===== config.mk =====
export PLATFORM = sky130hd
export DESIGN_NAME = acc_ctrl
export DESIGN_NICKNAME = d
export VERILOG_FILES = /design/src/include/acc_pkg.sv /design/src/rtl/acc_sync.sv /design/src/rtl/acc_ctrl.sv
export VERILOG_INCLUDE_DIRS = /design/src /design/src/include
export SDC_FILE = /design/constraint.sdc
export NUM_CORES = 1
export LEC_CHECK = 0
export ABC_AREA = 1
export BUFFER_PORTS_ARGS = -buffer_cell sky130_fd_sc_hd__buf_2
export CAP_MARGIN = 30
export CORE_MARGIN = 1.5
export CORE_UTILIZATION = 50
export CTS_CLUSTER_DIAMETER = 200
export DETAILED_ROUTE_END_ITERATION = 8
export GPL_TIMING_DRIVEN = 1
export PLACE_DENSITY = 0.77
export SLEW_MARGIN = 20
export SYNTH_ARGS = -nofsm -noshare
export SYNTH_HDL_FRONTEND = slang
export SYNTH_SLANG_ARGS = --single-unit
export TNS_END_PERCENT = 5

===== constraint.sdc =====
create_clock -name CLK_SYS -period 3.26 [get_ports CLK_SYS]
set_clock_uncertainty 0.15 [all_clocks]
set_input_delay 0 -clock CLK_SYS [delete_from_list [all_inputs] [get_ports CLK_SYS]]
set_output_delay 0 -clock CLK_SYS [all_outputs]
set_load 0.01 [all_outputs]

===== src/include/acc_map.svh =====
// Purpose: register offsets, field positions and reset values of the comparator control
// Assumes: byte-wide register port with a four-bit address
// Notes:   definitions only; included by bare name
`ifndef ACC_MAP_SVH
`define ACC_MAP_SVH

// register offsets
`define ACC_ADDR_CSR      4'h0
`define ACC_ADDR_NEGCFG   4'h1
`define ACC_ADDR_INTSTAT  4'h2
`define ACC_ADDR_INTMASK  4'h3

// control/status field positions
`define ACC_BIT_OFF       7
`define ACC_BIT_BANDGAP   6
`define ACC_BIT_RESULT    5
`define ACC_BIT_FLAG      4
`define ACC_BIT_IRQ_EN    3
`define ACC_BIT_CAPTURE   2
`define ACC_BIT_MODE_HI   1
`define ACC_BIT_MODE_LO   0

// negative input configuration field
`define ACC_BIT_NEG_MUX   0

// interrupt status and mask fields
`define ACC_IST_MATCH     0
`define ACC_IST_TOGGLE    1
`define ACC_IST_WIDTH     2

// reset values and idle read value
`define ACC_RST_BYTE      8'h00
`define ACC_RST_IST       2'h0
`define ACC_RD_IDLE       8'h00

`endif


===== src/include/acc_pkg.sv =====
// Purpose: types shared by the comparator control files
// Assumes: acc_map.svh holds the register numbers; the mode encodings stand here
// Notes:   nothing here is imported; users write acc_pkg::name
package acc_pkg;

   // event mode select encodings
   typedef enum logic [1:0] {
      ACC_MODE_TOGGLE   = 2'h0,
      ACC_MODE_RESERVED = 2'h1,
      ACC_MODE_FALL     = 2'h2,
      ACC_MODE_RISE     = 2'h3
   } acc_mode_t;

   // software-written control fields of the control/status register
   typedef struct packed {
      logic      comparator_off;
      logic      bandgap_select;
      logic      comparator_irq_enable;
      logic      capture_route_enable;
      acc_mode_t event_mode;
   } acc_ctrl_t;

   // selection handed to the analog multiplexers
   typedef struct packed {
      logic       bandgap_select;
      logic       use_channel;
      logic [2:0] channel;
   } acc_insel_t;

endpackage : acc_pkg


===== src/rtl/acc_sync.sv =====
// Purpose: two-stage synchroniser for the raw comparator decision
// Assumes: input changes without regard to the system clock
// Notes:   first stage feeds only the second stage
module acc_sync (
   input  wire logic clk,      // system clock
   input  wire logic rst,      // synchronous reset, active high
   input  wire logic din,      // asynchronous level
   output logic      dout      // synchronised level
);

   logic meta;
   logic next_meta;
   logic next_dout;

   // next values: plain shift by one stage
   always_comb begin
      next_meta = din;
      next_dout = meta;
   end

   // both stages clear at reset, so a high input after release shows as a rise
   always_ff @(posedge clk) begin
      if (rst) begin
         meta <= 1'b0;
         dout <= 1'b0;
      end else begin
         meta <= next_meta;
         dout <= next_dout;
      end
   end

endmodule // acc_sync


===== src/rtl/acc_ctrl.sv =====
// Purpose: control and status logic around an on-chip analog comparator
// Assumes: COMP_RAW is the analog decision, asynchronous to CLK_SYS
// Notes:   register port answers reads in the following cycle, no wait states
//          offsets 0x0..0x3; interrupt status and mask share one two-bit layout
//          mode or off-bit changes with the enable set may raise the flag;
//          software clears the enable first, the logic does not guard it
//          a set event beats a clear that lands in the same cycle
//          selection outputs lag their controls and inputs by one clock
//          the result bit reads as driven by hardware only
//          no wait states, so the master never stalls on this block
//
// Functional notes
// - raw decision high when positive exceeds negative
// - result bit synchronised, one to two cycles
// - off bit 7 powers comparator down
// - bit 6 selects bandgap for positive input
// - event flag bit 4 set on matching edge
// - interrupt needs flag, enable and global enable
// - flag cleared when interrupt vector executes
// - writing one clears flag, zero keeps
// - enable bit 3 gates the comparator interrupt
// - route bit 2 feeds timer capture input
// - route bit clear disconnects capture input
// - modes: 00 toggle, 10 fall, 11 rise
// - mux enable, converter off: channel selects negative
// - otherwise dedicated pin drives negative input
`include "acc_map.svh"

module acc_ctrl (
   // clock, reset and register port
   input  wire logic       CLK_SYS,          // system clock, 20 MHz
   input  wire logic       RST,              // synchronous reset, active high
   input  wire logic [3:0] ADDR,             // register address
   input  wire logic [7:0] WDATA,            // write data
   input  wire logic       WR,               // write strobe, one cycle
   input  wire logic       RD,               // read strobe, one cycle
   output logic      [7:0] RDATA,            // read data, cycle after RD
   // comparator decision and neighbouring blocks
   input  wire logic       COMP_RAW,         // analog decision from comparator
   input  wire logic       GLOBAL_IRQ_EN,    // global enable from processor status
   input  wire logic       VECTOR_ACK,       // pulse: comparator vector taken
   input  wire logic       CONV_ENABLE,      // converter enable level
   input  wire logic [2:0] CONV_CHANNEL,     // converter channel select
   // analog selection, capture feed and requests
   output logic            COMP_OFF,         // comparator power down
   output logic            POS_BANDGAP,      // positive input from bandgap
   output logic            NEG_USE_CHANNEL,  // negative input from converter mux
   output logic      [2:0] NEG_CHANNEL,      // converter channel for negative input
   output logic            CAPTURE_IN,       // comparator result to timer capture
   output logic            COMP_IRQ,         // comparator interrupt request
   output logic            INT               // level interrupt from status/mask
);

   // software control state
   acc_pkg::acc_ctrl_t  ctrl;
   acc_pkg::acc_ctrl_t  next_ctrl;
   logic                neg_mux_enable;
   logic                next_neg_mux_enable;
   logic [`ACC_IST_WIDTH-1:0] int_mask;
   logic [`ACC_IST_WIDTH-1:0] next_int_mask;

   // event state
   logic                result;
   logic                result_prev;
   logic                next_result_prev;
   logic                flag;
   logic                next_flag;
   logic [`ACC_IST_WIDTH-1:0] int_stat;
   logic [`ACC_IST_WIDTH-1:0] next_int_stat;

   // output state
   acc_pkg::acc_insel_t insel;
   acc_pkg::acc_insel_t next_insel;
   logic [7:0]          next_rdata;
   logic                next_comp_off;
   logic                next_capture_in;
   logic                next_comp_irq;
   logic                next_int;

   // decoded strobes and edges
   logic                wr_csr;
   logic                wr_negcfg;
   logic                wr_intmask;
   logic                rd_intstat;
   logic                rise;
   logic                fall;
   logic                toggle;
   logic                match;
   logic [7:0]          csr_view;
   logic [`ACC_IST_WIDTH-1:0] events;

   // the analog decision arrives unsynchronised; two flops before any use
   // a single flop here could hand metastable levels to the edge logic
   acc_sync u_sync (
      .clk  (CLK_SYS),
      .rst  (RST),
      .din  (COMP_RAW),
      .dout (result)
   );

   // address decode of the register port
   // unmapped addresses decode to no strobe, so writes there are lost
   always_comb begin
      wr_csr     = WR && (ADDR == `ACC_ADDR_CSR);
      wr_negcfg  = WR && (ADDR == `ACC_ADDR_NEGCFG);
      wr_intmask = WR && (ADDR == `ACC_ADDR_INTMASK);
      rd_intstat = RD && (ADDR == `ACC_ADDR_INTSTAT);
   end

   // edges of the synchronised result; prev flop is past the synchroniser
   // edges are taken on synchronised levels only, never on the raw input
   always_comb begin
      rise   = result && !result_prev;
      fall   = !result && result_prev;
      toggle = rise || fall;
   end

   // event kind chosen by the mode bits; reserved code never fires
   // the toggle status bit still counts edges under the reserved code
   always_comb begin
      unique case (ctrl.event_mode)
         acc_pkg::ACC_MODE_TOGGLE:   match = toggle;
         acc_pkg::ACC_MODE_FALL:     match = fall;
         acc_pkg::ACC_MODE_RISE:     match = rise;
         acc_pkg::ACC_MODE_RESERVED: match = 1'b0;
      endcase
   end

   // events gathered for the sticky status register
   // match follows the mode; toggle counts every edge of the result
   always_comb begin
      events                  = '0;
      events[`ACC_IST_MATCH]  = match;
      events[`ACC_IST_TOGGLE] = toggle;
   end

   // control fields; mode changes with the enable set may fire, software's care
   // the result bit position is dropped here, so software cannot write it
   always_comb begin
      next_ctrl           = ctrl;
      next_neg_mux_enable = neg_mux_enable;
      next_int_mask       = int_mask;
      if (wr_csr) begin
         next_ctrl.comparator_off        = WDATA[`ACC_BIT_OFF];
         next_ctrl.bandgap_select        = WDATA[`ACC_BIT_BANDGAP];
         next_ctrl.comparator_irq_enable = WDATA[`ACC_BIT_IRQ_EN];
         next_ctrl.capture_route_enable  = WDATA[`ACC_BIT_CAPTURE];
         next_ctrl.event_mode            = acc_pkg::acc_mode_t'(
            {WDATA[`ACC_BIT_MODE_HI], WDATA[`ACC_BIT_MODE_LO]});
      end
      if (wr_negcfg) begin
         next_neg_mux_enable = WDATA[`ACC_BIT_NEG_MUX];
      end
      if (wr_intmask) begin
         next_int_mask = WDATA[`ACC_IST_WIDTH-1:0];
      end
   end

   // control registers, all zero after reset
   // the reserved mode code is stored as written and reads back unchanged
   always_ff @(posedge CLK_SYS) begin
      if (RST) begin
         ctrl           <= '0;
         neg_mux_enable <= 1'b0;
         int_mask       <= `ACC_RST_IST;
      end else begin
         ctrl           <= next_ctrl;
         neg_mux_enable <= next_neg_mux_enable;
         int_mask       <= next_int_mask;
      end
   end

   // event flag: a new event wins over a clear in the same cycle
   // losing the event would drop an interrupt that software never sees
   // vector clear and software clear act alike
   always_comb begin
      next_flag = flag;
      if (VECTOR_ACK) begin
         next_flag = 1'b0;
      end
      if (wr_csr && WDATA[`ACC_BIT_FLAG]) begin
         next_flag = 1'b0;
      end
      if (match) begin
         next_flag = 1'b1;
      end
   end

   // sticky status: read clears, events landing in that cycle survive
   // the previous result is registered here too, for the edge logic
   always_comb begin
      next_int_stat = int_stat;
      if (rd_intstat) begin
         next_int_stat = '0;
      end
      next_int_stat = next_int_stat | events;
      next_result_prev = result;
   end

   // event registers
   // synchroniser and edge flop reset low, so a high input shows as a rise
   always_ff @(posedge CLK_SYS) begin
      if (RST) begin
         flag        <= 1'b0;
         int_stat    <= `ACC_RST_IST;
         result_prev <= 1'b0;
      end else begin
         flag        <= next_flag;
         int_stat    <= next_int_stat;
         result_prev <= next_result_prev;
      end
   end

   // analog input selection
   // the converter must be off before its mux may feed the comparator
   // the channel reads zero whenever the negative pin is in use
   always_comb begin
      next_insel.bandgap_select = ctrl.bandgap_select;
      next_insel.use_channel    = neg_mux_enable && !CONV_ENABLE;
      next_insel.channel        = next_insel.use_channel ? CONV_CHANNEL : 3'h0;
      next_comp_off             = ctrl.comparator_off;
   end

   // capture path: held low when not routed, so the timer sees no edge
   // the timer's own noise filter and edge select act on this level
   always_comb begin
      next_capture_in = ctrl.capture_route_enable && result;
   end

   // interrupt outputs; the vector clear takes one cycle to reach COMP_IRQ
   // both are computed from next values so they rise with the flag or bit
   // global enable comes from the processor status, sampled each clock
   always_comb begin
      next_comp_irq = next_flag && ctrl.comparator_irq_enable
                      && GLOBAL_IRQ_EN;
      next_int      = |(next_int_stat & int_mask);
   end

   // view of the control/status register; result bit comes from hardware
   // the flag reads back as stored, not gated by the enable
   always_comb begin
      csr_view                   = `ACC_RST_BYTE;
      csr_view[`ACC_BIT_OFF]     = ctrl.comparator_off;
      csr_view[`ACC_BIT_BANDGAP] = ctrl.bandgap_select;
      csr_view[`ACC_BIT_RESULT]  = result;
      csr_view[`ACC_BIT_FLAG]    = flag;
      csr_view[`ACC_BIT_IRQ_EN]  = ctrl.comparator_irq_enable;
      csr_view[`ACC_BIT_CAPTURE] = ctrl.capture_route_enable;
      csr_view[`ACC_BIT_MODE_HI] = ctrl.event_mode[1];
      csr_view[`ACC_BIT_MODE_LO] = ctrl.event_mode[0];
   end

   // read mux; unmapped addresses and idle cycles read zero
   // read data stand one cycle only, then fall back to zero
   always_comb begin
      next_rdata = `ACC_RD_IDLE;
      if (RD) begin
         unique case (ADDR)
            `ACC_ADDR_CSR:     next_rdata = csr_view;
            `ACC_ADDR_NEGCFG:  next_rdata = {7'h00, neg_mux_enable};
            `ACC_ADDR_INTSTAT: next_rdata = {6'h00, int_stat};
            `ACC_ADDR_INTMASK: next_rdata = {6'h00, int_mask};
            default:           next_rdata = `ACC_RD_IDLE;
         endcase
      end
   end

   // every output leaves from a flop
   // so no decode glitch reaches the analog side or the interrupt lines
   always_ff @(posedge CLK_SYS) begin
      if (RST) begin
         RDATA           <= `ACC_RD_IDLE;
         insel           <= '0;
         COMP_OFF        <= 1'b0;
         CAPTURE_IN      <= 1'b0;
         COMP_IRQ        <= 1'b0;
         INT             <= 1'b0;
      end else begin
         RDATA           <= next_rdata;
         insel           <= next_insel;
         COMP_OFF        <= next_comp_off;
         CAPTURE_IN      <= next_capture_in;
         COMP_IRQ        <= next_comp_irq;
         INT             <= next_int;
      end
   end

   // struct fields onto the selection ports
   // plain wiring from the registered selection, no logic here
   always_comb begin
      POS_BANDGAP     = insel.bandgap_select;
      NEG_USE_CHANNEL = insel.use_channel;
      NEG_CHANNEL     = insel.channel;
   end

endmodule // acc_ctrl


== After elaboration in Yosys (flattened, before gate mapping) ==
Cells that the tools add are included.

* Bitwise gates (word level): 4
* Equal/unequal tests: 6
* Reduce and logical (&&, ||, !) cells: 20
* Multiplexer cells: 6

{| class="wikitable"
|+ Operators with widths
! operator !! count
|-
| $pmux 8 s4 || 1
|-
| $logic_and 1x1->1 || 11
|-
| $eq 4x2->1 const B || 2
|-
| $reduce_or 2->1 || 3
|-
| $eq 2x2->1 const B || 2
|-
| $eq 4x1->1 const B || 1
|-
| $logic_not 4->1 || 1
|-
| $pmux 1 s4 || 1
|-
| $logic_not 1->1 || 3
|-
| $mux 1 || 3
|-
| $and 2x2->2 || 1
|-
| $eq 2x1->1 const B || 1
|-
| $logic_not 2->1 || 1
|-
| $mux 2 || 1
|-
| $not 1->1 || 2
|-
| $or 2x2->2 || 1
|-
| $logic_or 1x1->1 || 1
|}

* Output and inout bits: 17
* Register bits: 32
* Input port bits: 23
* Word-level logic and storage cells: 56

== Logic depth before layout (Yosys ltp) ==
* Depth in word-level cells: 7
* Mapped depth: 7
* Gate-level depth less buffers: 7

== Cells and area by module ==
Synthesis repeated with hierarchy kept, for this count alone.

* Cells, all modules: 139
* Area, all modules: 1196.1 um^2

{| class="wikitable"
|+ By module, submodules not included
! module !! seq. area each (um^2) !! times used !! area each (um^2) !! cells each
|-
| acc_ctrl || 600.6 || 1 || 1141.1 || 133
|-
| acc_sync || 40.0 || 1 || 55.1 || 6
|}

== Least setup slack after synthesis ==
Ideal clock, no wire load.

* Kind: register to register
* Start: register result_prev
* End: register COMP_IRQ
* Data required time: 3046 ps
* Path buffers: 0
* Library setup time: 64 ps
* Clock period less this slack: 1291 ps
* Path slack: 1969 ps
* Data arrival time: 1077 ps
* Cell stages (with the launch flop): 8
* Cells stage by stage: dfxtp_1 -> inv_1 -> ha_1 -> o21bai_1 -> nand3_1 -> nand2_1 -> nand2_1 -> nor2_1

* Cells in the longest elaborated chain, start to end: 7
* Elaborated cells between the ends (all ways): 8
* Those cells by class: 2 x mux; 6 x reduce/logical

{| class="wikitable"
|+ Ends and longest elaborated chain
! item !! line !! source
|-
| from (decl) || acc_ctrl.sv:64 || <nowiki>logic result_prev;</nowiki>
|-
| from (signal assigned) || acc_ctrl.sv:210 || <nowiki>result_prev <= next_result_prev;</nowiki>
|-
| $logic_not 1->1 || acc_ctrl.sv:113 || <nowiki>rise = result && !result_prev;</nowiki>
|-
| $logic_and 1x1->1 || acc_ctrl.sv:113 ||
|-
| $logic_or 1x1->1 || acc_ctrl.sv:115 || <nowiki>toggle = rise || fall;</nowiki>
|-
| $pmux 1 s4 (*) || acc_ctrl.sv:121 || <nowiki>unique case (ctrl.event_mode)</nowiki>
|-
| $mux 1 (*) || acc_ctrl.sv:184 || <nowiki>if (match) begin</nowiki>
|-
| $logic_and 1x1->1 (*) || acc_ctrl.sv:234 || <nowiki>next_comp_irq = next_flag && ctrl.comparator_irq_enable</nowiki>
|-
| $logic_and 1x1->1 (*) || acc_ctrl.sv:235 || <nowiki>&& GLOBAL_IRQ_EN;</nowiki>
|-
| to (signal assigned) || acc_ctrl.sv:283 || <nowiki>COMP_IRQ <= next_comp_irq;</nowiki>
|-
| to (decl) || acc_ctrl.sv:50 || <nowiki>output logic COMP_IRQ,</nowiki>
|}

Mark *: on every way between the ends. The rest lies on a longest branch, timed or not.
A chain may end at the register's enable or synchronous reset.

== Worst setup path after layout ==
* Start: input port ADDR[3]
* End: register ctrl (netlist bit csr_view[2])

* Cells in the longest elaborated chain, start to end: 2

{| class="wikitable"
|+ Ends and longest elaborated chain
! item !! line !! source
|-
| from (decl) || acc_ctrl.sv:33 || <nowiki>input wire logic [3:0] ADDR,</nowiki>
|-
| $logic_not 4->1 || n/a ||
|-
| $logic_and 1x1->1 || acc_ctrl.sv:104 || <nowiki>wr_csr = WR && (ADDR == `ACC_ADDR_CSR);</nowiki>
|-
| to (signal assigned) || acc_ctrl.sv:167 || <nowiki>ctrl <= next_ctrl;</nowiki>
|-
| to (decl) || acc_ctrl.sv:55 || <nowiki>acc_pkg::acc_ctrl_t ctrl;</nowiki>
|}

No other way between the ends.

==> results by group <==
Setup path
  • Worst-path fanout max: 9
  • CP most frequent cell: dlygate4sd3_1
  • CP required: between 3000 and 4000 ps
  • Top delay family on crit path: buffers and inverters
  • Worst path bufs/invs: 6
  • Worst path cell trace: dlygate4sd3_1 > buf_2 > nor2_8 > dlygate4sd3_1 > nand2_4 > inv_6 > nand3_1 > dlygate4sd3_1 > a21oi_2 > dlygate4sd3_1
  • Critical Path AT: 3100 ps
  • Slowest Stage Delay on Critical Path: roughly 640 ps
  • Critical path type: input pin to register
  • CP max stage cell: dlygate4sd3_1
  • Worst setup SP type: input pin
  • CP endpoint kind: register

Final layout
  • Ant. Diodes: 0
  • Area Growth Syn to Fin: 55.8%
  • Design area: around 1900 um2
  • Ratio of cells with drive above 1 in the final layout: between 20% and 30%
  • Final net count: around 250
  • Final core utilization: a little over four fifths
  • Cell Count, Final, Fillers Out: approximately 250

Route
  • DRC violations left: 0
  • Drt pass-1 iters: 4
  • Initial DRC count: 48
  • Via-to-Cell Ratio: approximately 5.2
  • Via count: approximately 1300
  • Final ANT Viol Nets: 0
  • WL/cell: around 15 um
  • Detailed Route WL: about 3.7 mm

Global routing
  • Global-route wire length before repair: between 6 and 7 mm
  • Initial antenna violation count: 0
  • Largest net degree at the start of global routing: 17
  • Vias in the first global route: approximately 1300
  • Remaining Overflow, GRT: 0
  • Tot GR Track Use: about a third

Yosys
  • Syn Inst Count: 140
  • Distinct cells, synth: 22
  • Syn. warnings: 0
  • Mapped Area: between 1000 and 1500 um2
  • Register area share after synthesis: 52.8%
  • Post-synthesis net count: roughly 170
  • Synthesized flop and latch total: 32
  • Synthesized area per cell: 8.67 um2

Job
  • Max_cap viols: 0

Timing
  • Worst slew pin tran: between 300 and 400 ps
  • Period minus WS final: 2950 ps
  • TNS Setup: 0 ps
  • RSZ-0062 raised after global routing: no
  • Final count of negative-setup-slack endpoints: 0
  • Hold Violations, Final: 0
  • Fmax: roughly 0.34 GHz
  • PnR worst setup slack: between 300 and 400 ps
  • Max Slew Vio Count: 0
  • Slew HR: approximately three quarters
  • Fin crit share: 90.5%

Placed design
  • Port-buffer cells: 38
  • Dpl cells: about 200
  • GP Congestion: 0.793
  • HPWL Detailed: ~1.8 mm
  • Placed standard-cell area: between 1000 and 1500 um2
  • Place WS: roughly 1800 ps

Clocking
  • Max Root-Sink Buffers: 2
  • # H-tree levels: 2
  • Post-CTS setup buffers: 0
  • Clock buffer count from CTS: 5
  • Clock Sinks: 32
  • Clk_lat worst skew: 350 ps
  • CTS tree: yes
  • Clk pin slew, worst setup/hold paths: approximately 100 ps
  • Root Driver: clkbuf_4

Power and ir drop
  • P_leak: slightly below 0.9 nW
  • Power Dens Cells: around 440 nW/um2
  • Worst VDD drop: between 0.4 and 0.5 mV

Status
  • Run status: finished, final reports clean

Floorplan
  • Full die area: 2730 um2
  • Die Wd: between 50 and 60 um
  • # rows: 17
  • Initial Util: about 54%
  • Chip height: roughly 52 um
  • # IOs: 40
  • Area of the core: roughly 2300 um2

Min path
  • Worst Hold Class: input pin to register
[timing repair]
action,CTS,global route
resized for setup,0,0
endpoints found under the hold margin,32,0
hold buffers,38,0
[worst paths after layout]
path              depth (start not counted)  slack, ps     endpoint         from
setup / recovery                         10        310  csr_view[2]      ADDR[3]
hold / removal                            4         70  int_mask[1]           WR
setup reg to reg                          8       1010     COMP_IRQ         flag
hold reg to reg                           2        290  u_sync.dout  u_sync.meta
[cell usage after synthesis (all sizes together)]
cell,count,area (um2)
nor2,17,85.1
nand3,13,65.1
nand3b,1,7.51
ha,2,25.0
buf,2,10.0
clkbuf,1,13.8
nor3,7,35.0
or2,1,6.26
o21bai,2,15.0
inv,21,83.8
dfxtp,32,641
nand4,4,25.0
a21oi,11,77.6
o21ai,5,25.0
nand2,21,98.8
[flip-flops by register name (all words and copies together), names as in the netlist]
register,cells
u_sync.dout,1
NEG_CHANNEL,3
NEG_USE_CHANNEL,1
POS_BANDGAP,1
CAPTURE_IN,1
int_mask,2
u_sync.meta,1
result_prev,1
next_comp_off,1
neg_mux_enable,1
RDATA,8
int_stat,2
INT,1
COMP_IRQ,1
csr_view,5
flag,1
COMP_OFF,1
[kinds of logic after synthesis]
family                     after synthesis  synth area share, %
buffers and inverters                   24                 8.87
AOI/OAI and AO/OA                       18                 9.69
and+or+nand+nor                         64                 26.6
DFF                                     32                 52.8
adders and majority gates                2                 2.06
[area by class of cell]
class	instances	area, um2
timing repair buffer	76	571
multi-input combinational	84	465
clock inverter	1	30.0
fill	127	364
clock buffer	7	65.1
inverter	21	83.8
tap	28	35.0
sequential	32	641
[routing by layer]
| metal | share of wire [%] | routed length, um | vias up | track usage, % |
|---|---|---|---|---|
| met2 | 53 | 1980 | 86 | 57.4 |
| met5 | 0 | 0 | - | 0 |
| li1 | - | - | 609 | - |
| met4 | 2.6 | 97 | 0 | 15.0 |
| met3 | 7.4 | 278 | 11 | 8.86 |
| met1 | 37 | 1390 | 601 | 33.0 |
[stage by stage]
step	total power (W)	hold WS, ps
2_1_floorplan	0.000440	-60.4
3_3_place_gp	0.000461	35.7
3_5_place_dp	0.000463	34.2
4_1_cts	0.000823	70.8
5_1_grt	0.000855	116
6_report	0.000827	70.5
[worst register-to-register path: stages (launching register included)]
cell,delay (ps)
dfxtp_1,330
inv_1,50
nor2_1,130
nand2_1,100
dlygate4sd3_1,580
nand2_1,70
nand2_1,90
nor2_1,140
dlygate4sd3_1,570
[power by group]
| part | switching (W) | internal, W |
|---|---|---|
| logic | 0.0000418 | 0.0000394 |
| registers | 0.00000359 | 0.000397 |
| clock network | 0.000141 | 0.000203 |
| total | 0.000187 | 0.000640 |
[placed cells by master (no fill, tap or decap)]
cell and count:
clkbuf_4 5, o21bai_1 2, nor2_8 1, inv_6 1, nand3_1 13, dlygate4sd3_1 38, a21oi_2 6, bufinv_16 1
nand4_1 4, nor2_2 2, dfxtp_1 32, nand2_4 2, clkbuf_8 2, buf_2 38, o21ai_1 1, nor2_1 14
o21ai_0 4, or2_0 1, nand2_1 17, nand3b_1 1, nor3_1 7, ha_1 2, a21oi_1 5, inv_1 20
nand2_2 2
Note: power is estimated with default switching activity, not from simulation.
